`src/inc/cai_pkg.sv`:
```
package cai_pkg;

    // ----------------------------------------------------------------
    // Opcode fields
    // ----------------------------------------------------------------
    localparam logic [3:0] OPC_AREG_CMP = 4'hb;
    localparam logic [7:0] OPC_IMM_CMP = 8'h0c;
    localparam logic [2:0] OPMODE_WORD = 3'h3;
    localparam logic [2:0] OPMODE_LONG = 3'h7;
    localparam int OPW_AREG_HI = 11;
    localparam int OPW_AREG_LO = 9;
    localparam int OPW_OPMODE_HI = 8;
    localparam int OPW_OPMODE_LO = 6;
    localparam int OPW_SIZE_HI = 7;
    localparam int OPW_SIZE_LO = 6;
    localparam int OPW_EAMODE_HI = 5;
    localparam int OPW_EAMODE_LO = 3;
    localparam int OPW_EAREG_HI = 2;
    localparam int OPW_EAREG_LO = 0;

    // ----------------------------------------------------------------
    // Effective address codes
    // ----------------------------------------------------------------
    localparam logic [2:0] EA_MODE_AREG = 3'h1;
    localparam logic [2:0] EA_MODE_EXT = 3'h7;
    localparam logic [2:0] EA_EXT_PCIDX = 3'h3;
    localparam logic [2:0] EA_EXT_IMM = 3'h4;

    // ----------------------------------------------------------------
    // Register map and fields
    // ----------------------------------------------------------------
    localparam logic [7:0] REG_AREG_BASE = 8'h00;
    localparam logic [7:0] REG_CCR = 8'h20;
    localparam logic [7:0] REG_DIFF = 8'h24;
    localparam logic [7:0] REG_STAT = 8'h28;
    localparam logic [7:0] REG_CTRL = 8'h2c;
    localparam int CC_X = 4;
    localparam int CC_N = 3;
    localparam int CC_Z = 2;
    localparam int CC_V = 1;
    localparam int CC_C = 0;
    localparam int ST_BUSY = 0;
    localparam int ST_ILLEGAL = 1;
    localparam int ST_KIND_IMM = 2;
    localparam int CTRL_ENABLE = 0;
    localparam logic [4:0] CCR_RST = 5'h00;
    localparam logic CTRL_ENABLE_RST = 1'b1;
    localparam logic [31:0] AREG_RST = 32'h0000_0000;

    // ----------------------------------------------------------------
    // Types
    // ----------------------------------------------------------------
    typedef enum logic [1:0]
    {
        SZ_BYTE = 2'b00,
        SZ_WORD = 2'b01,
        SZ_LONG = 2'b10,
        SZ_BAD = 2'b11
    } cai_size_type;

    typedef enum logic [2:0]
    {
        ST_IDLE = 3'b000,
        ST_IMM = 3'b001,
        ST_OPER = 3'b010,
        ST_EXEC = 3'b011
    } cai_state_type;

    typedef struct packed
    {
        logic [2:0] mode;
        logic [2:0] rsel;
        cai_size_type size;
    } cai_ea_type;

    typedef struct packed
    {
        logic n;
        logic z;
        logic v;
        logic c;
    } cai_nzvc_type;

endpackage

```
`src/verilog/cai_compare_exec.sv`:
```
`timescale 1ns/1ps
`default_nettype none
module cai_compare_exec
#(
    parameter int NUM_AREG = 8
)
(
    input wire logic clk_sys,
    input wire logic reset,
    input wire logic op_valid,
    input wire logic [15:0] op_word,
    output logic op_ready,
    input wire logic ext_valid,
    input wire logic [15:0] ext_word,
    output logic ext_ready,
    output logic ea_req,
    output cai_pkg::cai_ea_type ea_spec,
    input wire logic ea_valid,
    input wire logic [31:0] ea_data,
    output logic done,
    output logic illegal,
    output logic [4:0] ccr,
    input wire logic [7:0] reg_addr,
    input wire logic [31:0] reg_wdata,
    input wire logic reg_wr,
    input wire logic reg_rd,
    output logic [31:0] reg_rdata
);
    import cai_pkg::*;

    // ----------------------------------------------------------------
    // Elaboration checks
    // ----------------------------------------------------------------
    if (NUM_AREG != 8)
    begin : g_bad_areg
        $error("NUM_AREG must be 8 for a three-bit register field");
    end

    // ----------------------------------------------------------------
    // Declarations
    // ----------------------------------------------------------------
    cai_state_type state_r;
    logic [NUM_AREG-1:0][31:0] areg_r;
    logic [4:0] ccr_r;
    logic [31:0] diff_r;
    logic enable_r;
    logic kind_imm_r;
    logic illegal_r;
    logic done_r;
    logic last_illegal_r;
    logic [2:0] dst_idx_r;
    cai_ea_type ea_r;
    logic [31:0] imm_r;
    logic [1:0] ext_cnt_r;
    logic [1:0] ext_need;
    logic [31:0] cmp_dst;
    logic [31:0] cmp_src;
    logic [31:0] fu_diff;
    cai_nzvc_type fu_flags;
    cai_size_type op_size;
    logic [2:0] op_mode;
    logic [2:0] op_rsel;
    logic [2:0] op_opmode;
    logic accept;
    logic is_areg_cmp;
    logic is_imm_cmp;
    logic areg_ea_ok;
    logic imm_ea_ok;
    logic areg_ok;
    logic imm_ok;
    logic ext_last;
    logic exec_now;
    logic areg_sel;
    logic [31:0] rdata_nxt;
    logic [31:0] rdata_r;

    // ----------------------------------------------------------------
    // Opcode decode
    // ----------------------------------------------------------------
    // Field slices of the offered opcode word.
    assign op_mode = op_word[OPW_EAMODE_HI:OPW_EAMODE_LO];
    assign op_rsel = op_word[OPW_EAREG_HI:OPW_EAREG_LO];
    assign op_opmode = op_word[OPW_OPMODE_HI:OPW_OPMODE_LO];
    assign op_size = cai_size_type'(op_word[OPW_SIZE_HI:OPW_SIZE_LO]);
    assign accept = op_valid && op_ready;

    // Recognise the two compare encodings.
    assign is_areg_cmp = (op_word[15:12] == OPC_AREG_CMP);
    assign is_imm_cmp = (op_word[15:8] == OPC_IMM_CMP);

    // Every source mode is taken; only unused extended codes are refused.
    assign areg_ea_ok = (op_mode != EA_MODE_EXT) ||
                        (op_rsel <= EA_EXT_IMM);

    // Data modes without immediate and without address register direct.
    assign imm_ea_ok = (op_mode != EA_MODE_AREG) &&
                       ((op_mode != EA_MODE_EXT) ||
                        (op_rsel <= EA_EXT_PCIDX));

    // Only the word and long opmodes belong to the address compare.
    assign areg_ok = is_areg_cmp && areg_ea_ok &&
                     ((op_opmode == OPMODE_WORD) ||
                      (op_opmode == OPMODE_LONG));

    // The size code 11 is not an operation size.
    assign imm_ok = is_imm_cmp && imm_ea_ok && (op_size != SZ_BAD);

    // Long immediates take two extension words, others one.
    assign ext_need = (ea_r.size == SZ_LONG) ? 2'd2 : 2'd1;
    assign ext_last = ext_valid && (ext_cnt_r == ext_need - 2'd1);
    assign exec_now = (state_r == ST_EXEC);

    // ----------------------------------------------------------------
    // Handshake outputs
    // ----------------------------------------------------------------
    // New opcodes are taken only while idle and enabled.
    assign op_ready = (state_r == ST_IDLE) && enable_r;
    assign ext_ready = (state_r == ST_IMM);
    assign ea_req = (state_r == ST_OPER);
    assign ea_spec = ea_r;
    assign done = done_r;
    assign illegal = illegal_r;
    assign ccr = ccr_r;
    assign reg_rdata = rdata_r;

    // ----------------------------------------------------------------
    // Sequencer
    // ----------------------------------------------------------------
    // Walks decode, extension fetch, operand fetch and execute.
    always_ff @(posedge clk_sys)
    begin
        if (reset)
        begin
            state_r <= ST_IDLE;
        end
        else
        begin
            case (state_r)
                ST_IDLE:
                begin
                    if (accept && areg_ok)
                    begin
                        state_r <= ST_OPER;
                    end
                    else if (accept && imm_ok)
                    begin
                        state_r <= ST_IMM;
                    end
                end
                ST_IMM:
                begin
                    if (ext_last)
                    begin
                        state_r <= ST_OPER;
                    end
                end
                ST_OPER:
                begin
                    if (ea_valid)
                    begin
                        state_r <= ST_EXEC;
                    end
                end
                ST_EXEC:
                begin
                    state_r <= ST_IDLE;
                end
                default:
                begin
                    state_r <= ST_IDLE;
                end
            endcase
        end
    end

    // Latches the decoded fields when a legal compare opcode is taken.
    always_ff @(posedge clk_sys)
    begin
        if (reset)
        begin
            kind_imm_r <= 1'b0;
            dst_idx_r <= 3'h0;
            ea_r <= '{3'h0, 3'h0, SZ_LONG};
        end
        else if (accept && (areg_ok || imm_ok))
        begin
            kind_imm_r <= imm_ok;
            dst_idx_r <= op_word[OPW_AREG_HI:OPW_AREG_LO];
            ea_r.mode <= op_mode;
            ea_r.rsel <= op_rsel;
            if (imm_ok)
            begin
                ea_r.size <= op_size;
            end
            else if (op_opmode == OPMODE_WORD)
            begin
                ea_r.size <= SZ_WORD;
            end
            else
            begin
                ea_r.size <= SZ_LONG;
            end
        end
    end

    // Gathers the immediate from the extension words, high word first.
    always_ff @(posedge clk_sys)
    begin
        if (reset)
        begin
            imm_r <= 32'h0000_0000;
            ext_cnt_r <= 2'd0;
        end
        else if (accept)
        begin
            ext_cnt_r <= 2'd0;
        end
        else if ((state_r == ST_IMM) && ext_valid)
        begin
            ext_cnt_r <= ext_cnt_r + 2'd1;
            case (ea_r.size)
                SZ_BYTE:
                begin
                    imm_r <= {24'h00_0000, ext_word[7:0]};
                end
                SZ_WORD:
                begin
                    imm_r <= {16'h0000, ext_word};
                end
                default:
                begin
                    imm_r <= {imm_r[15:0], ext_word};
                end
            endcase
        end
    end

    // ----------------------------------------------------------------
    // Operand routing and flag unit
    // ----------------------------------------------------------------
    // Address compare: register minus operand; immediate: operand minus immediate.
    always_comb
    begin
        if (kind_imm_r)
        begin
            cmp_dst = ea_data;
            cmp_src = imm_r;
        end
        else
        begin
            cmp_dst = areg_r[dst_idx_r];
            if (ea_r.size == SZ_WORD)
            begin
                cmp_src = {{16{ea_data[15]}}, ea_data[15:0]};
            end
            else
            begin
                cmp_src = ea_data;
            end
        end
    end

    // Address compares are always judged on all 32 bits.
    cai_flag_unit u_flags
    (
        .dst(cmp_dst),
        .src(cmp_src),
        .size(kind_imm_r ? ea_r.size : SZ_LONG),
        .diff(fu_diff),
        .flags(fu_flags)
    );

    // Operands are held in a register for the reference checks; the subtract uses the unregistered cmp_dst and cmp_src.
    logic [31:0] op_dst_r;
    logic [31:0] op_src_r;
    cai_size_type op_sz_r;
    always_ff @(posedge clk_sys)
    begin
        if (reset)
        begin
            op_dst_r <= 32'h0000_0000;
            op_src_r <= 32'h0000_0000;
            op_sz_r <= SZ_LONG;
        end
        else if ((state_r == ST_OPER) && ea_valid)
        begin
            op_dst_r <= cmp_dst;
            op_src_r <= cmp_src;
            op_sz_r <= kind_imm_r ? ea_r.size : SZ_LONG;
        end
    end

    // Result registers: flags and difference; hardware wins over software.
    always_ff @(posedge clk_sys)
    begin
        if (reset)
        begin
            ccr_r <= CCR_RST;
            diff_r <= 32'h0000_0000;
        end
        else
        begin
            if (reg_wr && (reg_addr == REG_CCR))
            begin
                ccr_r <= reg_wdata[4:0];
            end
            if ((state_r == ST_OPER) && ea_valid)
            begin
                // The extend flag is left as it is.
                ccr_r[CC_N] <= fu_flags.n;
                ccr_r[CC_Z] <= fu_flags.z;
                ccr_r[CC_V] <= fu_flags.v;
                ccr_r[CC_C] <= fu_flags.c;
                diff_r <= fu_diff;
            end
        end
    end

    // Completion and refusal pulses, plus the last-refusal bit that each taken opcode rewrites.
    always_ff @(posedge clk_sys)
    begin
        if (reset)
        begin
            done_r <= 1'b0;
            illegal_r <= 1'b0;
            last_illegal_r <= 1'b0;
        end
        else
        begin
            done_r <= exec_now;
            illegal_r <= accept && !areg_ok && !imm_ok;
            if (accept)
            begin
                last_illegal_r <= !areg_ok && !imm_ok;
            end
        end
    end

    // ----------------------------------------------------------------
    // Register port
    // ----------------------------------------------------------------
    assign areg_sel = (reg_addr[7:5] == REG_AREG_BASE[7:5]) &&
                      (reg_addr[1:0] == 2'b00);

    // Address registers change only by software; compares never write.
    always_ff @(posedge clk_sys)
    begin
        if (reset)
        begin
            areg_r <= {NUM_AREG{AREG_RST}};
            enable_r <= CTRL_ENABLE_RST;
        end
        else if (reg_wr)
        begin
            if (areg_sel)
            begin
                areg_r[reg_addr[4:2]] <= reg_wdata;
            end
            if (reg_addr == REG_CTRL)
            begin
                enable_r <= reg_wdata[CTRL_ENABLE];
            end
        end
    end

    // Read mux; unmapped addresses read as zero.
    always_comb
    begin
        rdata_nxt = 32'h0000_0000;
        if (areg_sel)
        begin
            rdata_nxt = areg_r[reg_addr[4:2]];
        end
        else
        begin
            case (reg_addr)
                REG_CCR: rdata_nxt = {27'h000_0000, ccr_r};
                REG_DIFF: rdata_nxt = diff_r;
                REG_STAT:
                begin
                    rdata_nxt[ST_BUSY] = (state_r != ST_IDLE);
                    rdata_nxt[ST_ILLEGAL] = last_illegal_r;
                    rdata_nxt[ST_KIND_IMM] = kind_imm_r;
                end
                REG_CTRL: rdata_nxt[CTRL_ENABLE] = enable_r;
                default: rdata_nxt = 32'h0000_0000;
            endcase
        end
    end

    // Read data stands only in the cycle after the strobe.
    always_ff @(posedge clk_sys)
    begin
        if (reset)
        begin
            rdata_r <= 32'h0000_0000;
        end
        else
        begin
            rdata_r <= reg_rd ? rdata_nxt : 32'h0000_0000;
        end
    end

    // ----------------------------------------------------------------
    // Assertions
    // ----------------------------------------------------------------
    property p_areg_hold;
        @(posedge clk_sys) disable iff (reset)
        ((state_r == ST_OPER) && ea_valid && !reg_wr)
            |=> $stable(areg_r);
    endproperty
    a_areg_hold: assert property (p_areg_hold)
        else $error("address register changed by a compare");

    property p_word_sext;
        @(posedge clk_sys) disable iff (reset)
        (exec_now && !kind_imm_r && (ea_r.size == SZ_WORD))
            |-> (op_src_r[31:16] == {16{op_src_r[15]}});
    endproperty
    a_word_sext: assert property (p_word_sext)
        else $error("word source not sign extended");

    property p_keep_x;
        @(posedge clk_sys) disable iff (reset)
        ((state_r == ST_OPER) && ea_valid && !reg_wr)
            |=> (ccr_r[CC_X] == $past(ccr_r[CC_X]));
    endproperty
    a_keep_x: assert property (p_keep_x)
        else $error("extend flag altered by compare");

    // Reference zero and borrow, worked out from the held operands.
    logic fu_chk_z;
    logic fu_chk_c;
    assign fu_chk_z = (op_sz_r == SZ_BYTE) ?
        (op_dst_r[7:0] == op_src_r[7:0]) :
        (op_sz_r == SZ_WORD) ? (op_dst_r[15:0] == op_src_r[15:0]) :
        (op_dst_r == op_src_r);
    assign fu_chk_c = (op_sz_r == SZ_BYTE) ?
        (op_src_r[7:0] > op_dst_r[7:0]) :
        (op_sz_r == SZ_WORD) ? (op_src_r[15:0] > op_dst_r[15:0]) :
        (op_src_r > op_dst_r);

    property p_flag_zc;
        @(posedge clk_sys) disable iff (reset)
        exec_now |-> (ccr_r[CC_Z] == (fu_chk_z)) &&
                     (ccr_r[CC_C] == fu_chk_c);
    endproperty
    a_flag_zc: assert property (p_flag_zc)
        else $error("zero or borrow flag wrong after compare");

    property p_opmode;
        @(posedge clk_sys) disable iff (reset)
        (accept && is_areg_cmp && (op_opmode != OPMODE_WORD) &&
         (op_opmode != OPMODE_LONG)) |=> illegal_r;
    endproperty
    a_opmode: assert property (p_opmode)
        else $error("bad opmode not refused");

    property p_dst_sel;
        @(posedge clk_sys) disable iff (reset)
        (accept && areg_ok) |=> (dst_idx_r == $past(op_word[11:9]));
    endproperty
    a_dst_sel: assert property (p_dst_sel)
        else $error("destination register not taken from opcode");

    property p_src_all;
        @(posedge clk_sys) disable iff (reset)
        (accept && is_areg_cmp && (op_opmode == OPMODE_LONG) &&
         (op_mode != EA_MODE_EXT)) |=> (state_r == ST_OPER) && ea_req;
    endproperty
    a_src_all: assert property (p_src_all)
        else $error("address compare source mode refused");

    property p_imm_size;
        @(posedge clk_sys) disable iff (reset)
        (state_r == ST_OPER) && kind_imm_r |->
            (ext_cnt_r == ((ea_r.size == SZ_LONG) ? 2'd2 : 2'd1));
    endproperty
    a_imm_size: assert property (p_imm_size)
        else $error("wrong number of immediate words");

    property p_size_bad;
        @(posedge clk_sys) disable iff (reset)
        (accept && is_imm_cmp && (op_size == SZ_BAD)) |=> illegal_r;
    endproperty
    a_size_bad: assert property (p_size_bad)
        else $error("size code 11 not refused");

    property p_no_areg_dst;
        @(posedge clk_sys) disable iff (reset)
        (accept && is_imm_cmp && (op_mode == EA_MODE_AREG))
            |=> illegal_r && (state_r == ST_IDLE);
    endproperty
    a_no_areg_dst: assert property (p_no_areg_dst)
        else $error("address register destination not refused");

    property p_recog;
        @(posedge clk_sys) disable iff (reset)
        (accept && !is_areg_cmp && !is_imm_cmp) |=> illegal_r ##1 !done_r;
    endproperty
    a_recog: assert property (p_recog)
        else $error("foreign opcode not refused");

    c_areg_word: cover property (@(posedge clk_sys) disable iff (reset)
        exec_now && !kind_imm_r && (ea_r.size == SZ_WORD));
    c_imm_long: cover property (@(posedge clk_sys) disable iff (reset)
        exec_now && kind_imm_r && (ea_r.size == SZ_LONG));
    c_illegal: cover property (@(posedge clk_sys) disable iff (reset)
        illegal_r);
endmodule
`default_nettype wire

```
`src/verilog/cai_flag_unit.sv`:
```
`timescale 1ns/1ps
`default_nettype none
module cai_flag_unit
(
    input wire logic [31:0] dst,
    input wire logic [31:0] src,
    input wire cai_pkg::cai_size_type size,
    output logic [31:0] diff,
    output cai_pkg::cai_nzvc_type flags
);
    import cai_pkg::*;

    logic [2:0] n_s;
    logic [2:0] z_s;
    logic [2:0] v_s;
    logic [2:0] c_s;

    // ----------------------------------------------------------------
    // One subtractor per operand width
    // ----------------------------------------------------------------
    genvar g;
    generate
        for (g = 0; g < 3; g = g + 1)
        begin : g_width
            localparam int W = 8 << g;
            logic [W:0] d;
            // Extra top bit of the difference is the borrow.
            assign d = {1'b0, dst[W-1:0]} - {1'b0, src[W-1:0]};
            assign n_s[g] = d[W-1];
            assign z_s[g] = (d[W-1:0] == '0);
            assign c_s[g] = d[W];
            assign v_s[g] = (dst[W-1] ^ src[W-1]) & (dst[W-1] ^ d[W-1]);
        end
    endgenerate

    // Pick the flags of the width that the size code names.
    always_comb
    begin
        diff = dst - src;
        case (size)
            SZ_BYTE:
            begin
                flags = '{n_s[0], z_s[0], v_s[0], c_s[0]};
            end
            SZ_WORD:
            begin
                flags = '{n_s[1], z_s[1], v_s[1], c_s[1]};
            end
            default:
            begin
                flags = '{n_s[2], z_s[2], v_s[2], c_s[2]};
            end
        endcase
    end
endmodule
`default_nettype wire
```
`config.mk`:
```
export PLATFORM = sky130hd
export DESIGN_NAME = cai_compare_exec
export DESIGN_NICKNAME = d
export VERILOG_FILES = /design/src/inc/cai_pkg.sv /design/src/verilog/cai_compare_exec.sv /design/src/verilog/cai_flag_unit.sv
export SDC_FILE = /design/constraint.sdc
export NUM_CORES = 1
export LEC_CHECK = 0
export BUFFER_PORTS_ARGS = -buffer_cell sky130_fd_sc_hd__buf_2
export CORE_MARGIN = 2
export CORE_UTILIZATION = 35
export CTS_CLUSTER_DIAMETER = 120
export DETAILED_ROUTE_END_ITERATION = 7
export PLACE_DENSITY = 0.48
export SKIP_LAST_GASP = 1
export SYNTH_ARGS = -nofsm -noshare
export SYNTH_HDL_FRONTEND = slang
export SYNTH_SLANG_ARGS = --single-unit
```
`constraint.sdc`:
```
create_clock -name clk_sys -period 8.5 [get_ports clk_sys]
set_clock_uncertainty 0.2 [all_clocks]
set_input_delay 0.85 -clock clk_sys [delete_from_list [all_inputs] [get_ports clk_sys]]
set_output_delay 0.85 -clock clk_sys [all_outputs]
set_load 0.01 [all_outputs]
```
==> results_dict.tcl <==
set metrics [dict create \
    yosys_warnings 0 \
    hold_path_class "flop to flop" \
    period_share_pct 64.6 \
    power.leakage_nw 7.91 \
    drc_errors 0 \
    max_slew_margin_pct 12.0 \
    vias 17800 \
    num_rows 88 \
    synth-xor-area-share_pct 1.13 \
    setup_tns_ns 0 \
    crit_path_end_kind "flop" \
    hpwl_um 49100 \
    p_sw_share_pct 24.0 \
    synth_largest_area_cell "dfxtp_1" \
    drt_pass1_iterations 6 \
    clock_latency_ns 0.60 \
    vdd_drop_max_mv 0.123 \
    netlist-cell-type-count 84 \
    initial_utilization_pct 35.2 \
    synth.most_common_cell "nand2_1" \
    critPathKind "flop to flop" \
    startpoint "dst_idx_r[0]" \
    synth_edf_count 0 \
    wire_per_inst_um 23.0 \
    hold_viol 0 \
    period_needed_ns 5.49 \
    synth_area_leaders "dfxtp_1 (37%), mux4_2 (14%), nand2_1 (13%)" \
    cell_internal_pwr_mw 3.14 \
    synth_ff_type "dfxtp_1" \
    coreArea_um2 57400 \
    pre_cts_ws_ns 3.04 \
    gp_congestion 0.940 \
    cts_max_level 2 \
    tightest_slew_ns 1.32 \
    final_util_pct 40.0 \
    drt_iter0_markers 1511 \
    combPwrFrac_pct 6.3 \
    yosysSeqAreaShare_pct 37.4 \
    outcome "finished, final reports clean" \
    cts_resized 0 \
    hold_path_depth 2 \
    timing.rr.end "ccr[2]" \
    synthMuxAreaShare_pct 19.5 \
    cp_data_arrival_time_ns 5.81 \
    path_buf_inv 2 \
    clk_pin_slew_worst_paths_ns 0.06 \
    synthTopCellsByCount "nand2_1 (684), a21oi_1 (379), dfxtp_1 (377)" \
    max_freq_mhz 182 \
    synth_adder_area_share_pct 2.33 \
    cpLargestDelayFamily "compound AO/OA/AOI/OAI gates" \
    crit_fanout 36 \
    grt_pass1_wl_um 112000 \
    clockRootBuffer "clkbuf_16" \
    placed_cells 3133 \
    nNetsFinal 2564 \
    cp.required_ns 8.82 \
    clockBufferDepth 3 \
    drive_above_1_share_pct 19.6 \
    layout.cells.non_filler 3216 \
    grt_max_degree 240 \
    min_from "imm_r[30]" \
    io_buffer_count 160 \
    startpoint_type "flop" \
    rsz0062_at_grt "no" \
    cts_setup_buffers 0 \
    synth-compound-area-share_pct 15.9 \
    syn-cell-area_um2 20200 \
    ys_ff_latch 377 \
    slowest_delay_ns 0.85 \
    synth_nets 2532 \
    area_delta_synth_final_pct 13.8 \
    p_switching_mw 0.991 \
    r2r_slack_ns 3.01 \
    maxSlewViolCount 0 \
    ys_async_sr_fraction_pct 0 \
    maxCapViolations 0 \
    ioPinCount 161 \
    numCtsBuffers 46 \
    r2r_start "dst_idx_r[0]" \
    antenna_found_initial 8 \
    setup_ws_ns 3.01 \
    ant_nets 0 \
    grt_pass1_vias 17400 \
    synth_top_family_by_area "multiplexers" \
    syn-mean-instance-area_um2 8.46 \
    vias_per_cell 5.53 \
    syn_inst 2384 \
    clock_sinks 377 \
    cts_tree "yes" \
    drt-total-wl_um 74100 \
    seq_power_share_pct 43.3 \
    grt_overflow 0 \
    finalSetupViolations 0 \
    synth_top_area_share_pct 37.4 \
    yosys.area_share.simple_pct 18.9 \
    design.die.area_um2 59600 \
    fillers 5838 \
    r2r_cells 13 \
    path_cells "buf_4 > mux4_2 > mux2i_1 > o21ai_0 > ha_1 > a21oi_1 > inv_1 > a31oi_1 > xor2_1 > nand3_1 > a221oi_1 > nand4_1 > o21ai_1" \
    cp_slowest_cell "dfxtp_4" \
    holdWs_ns 0.252 \
    grt_usage_pct 24.6 \
    dieHeight_um 244 \
    dieWidth_um 244 \
    hold_end "imm_r[30]" \
    cts_hold_buffers 0 \
    clkPwrFrac_pct 50.4 \
    power_density_nw_per_um2 180 \
]
## cell usage in the layout, fill, tap and decap left out, drive strengths merged, types with 5 or more instances in the layout
master | Yosys | final
a31oi | 6 | 6
o211ai | 6 | 6
o21ai | 58 | 58
mux2 | 35 | 35
and2 | 10 | 10
ha | 36 | 36
inv | 15 | 16
bufinv | 0 | 5
a21o | 17 | 17
nor2b | 11 | 11
and3 | 10 | 10
mux4 | 129 | 129
xnor2 | 13 | 13
nand2b | 9 | 9
or2 | 7 | 7
a21oi | 383 | 383
nor3 | 17 | 17
nand2 | 684 | 684
mux2i | 64 | 64
buf | 78 | 194
dfxtp | 377 | 377
xor2 | 13 | 13
nor2 | 111 | 111
a211oi | 13 | 13
a22oi | 30 | 30
clkinv | 0 | 7
nand4 | 9 | 9
clkbuf | 132 | 67
nand3 | 43 | 43
o21a | 6 | 6
## worst reg2reg max path, delay by kind of cell (launching register included)
| family | cells | cell delay, ns |
|---|---|---|
| mux | 2 | 0.86 |
| simple gates | 2 | 0.29 |
| fa+ha+maj | 1 | 0.42 |
| buf+inv | 2 | 0.78 |
| xor+xnor | 1 | 0.30 |
| flops | 1 | 0.85 |
| compound gates | 5 | 1.71 |
## power groups by stage
stage                     Combinational, mW  Clock [mW]  Sequential [mW]
final                                 0.261        2.08             1.79
after floorplan                       0.171           0             1.82
after detailed placement              0.258           0             1.83
after global placement                0.258           0             1.82
after global routing                  0.282        2.19             1.79
after CTS                             0.259        2.13             1.79
## metrics by stage
stage                     power (mW)  instance area (µm²)
after global placement          2.08                21400
after floorplan                 1.99                20200
final                           4.13                23000
after global routing            4.26                23000
after CTS                       4.18                23000
after detailed placement        2.08                21400
## flip-flops by register name (all words and copies together), names as in the netlist, 2 cells and up
signal     count
areg_r       256
ccr            5
diff_r        32
dst_idx_r      3
ea_spec        8
ext_cnt_r      2
imm_r         32
reg_rdata     32
state_r        2
## how the worst max path moves through the flow
stage	cells after the start	to	slack, ns
floorplan	16	diff_r[28]	4.21
global placement	14	ccr[2]	2.95
detailed placement	14	ccr[2]	3.04
CTS	14	ccr[2]	3.00
global route	14	ccr[2]	2.72
finish	13	ccr[2]	3.01
## cells by family (layout without fill, tap and decap cells)
kind of cell / after synthesis / after routing
DFF: 377 / 377
muxes: 228 / 228
and+or+nand+nor: 930 / 930
AOI/OAI and AO/OA: 561 / 561
xor gates and xnor gates: 26 / 26
buffers and inverters: 225 / 291
other: 0 / 1
adders and majority gates: 37 / 37
## routing by layer
metal,routed length (µm),global-route usage (%),part of all wire (%),up-vias
met3,4790,3.40,6.5,109
met1,33100,34.3,45,8678
met5,47,0,0.063,-
met4,1990,7.37,2.7,8
li1,-,-,-,8391
met2,34200,39.6,46,608
## layout make-up
cell class                      count  area, µm²  area share [%]
Antenna cell                        1       2.50          0.0109
Clock buffer                       67       1380            6.03
Clock inverter                     15        209           0.910
Inverter                           15       56.3           0.245
Multi-Input combinational cell   1782      11700            51.0
Sequential cell                   377       7560            32.9
Tap cell                          765        957            4.17
Timing Repair Buffer              194       1080            4.72
No activity file was read; power rests on OpenSTA's default activity.
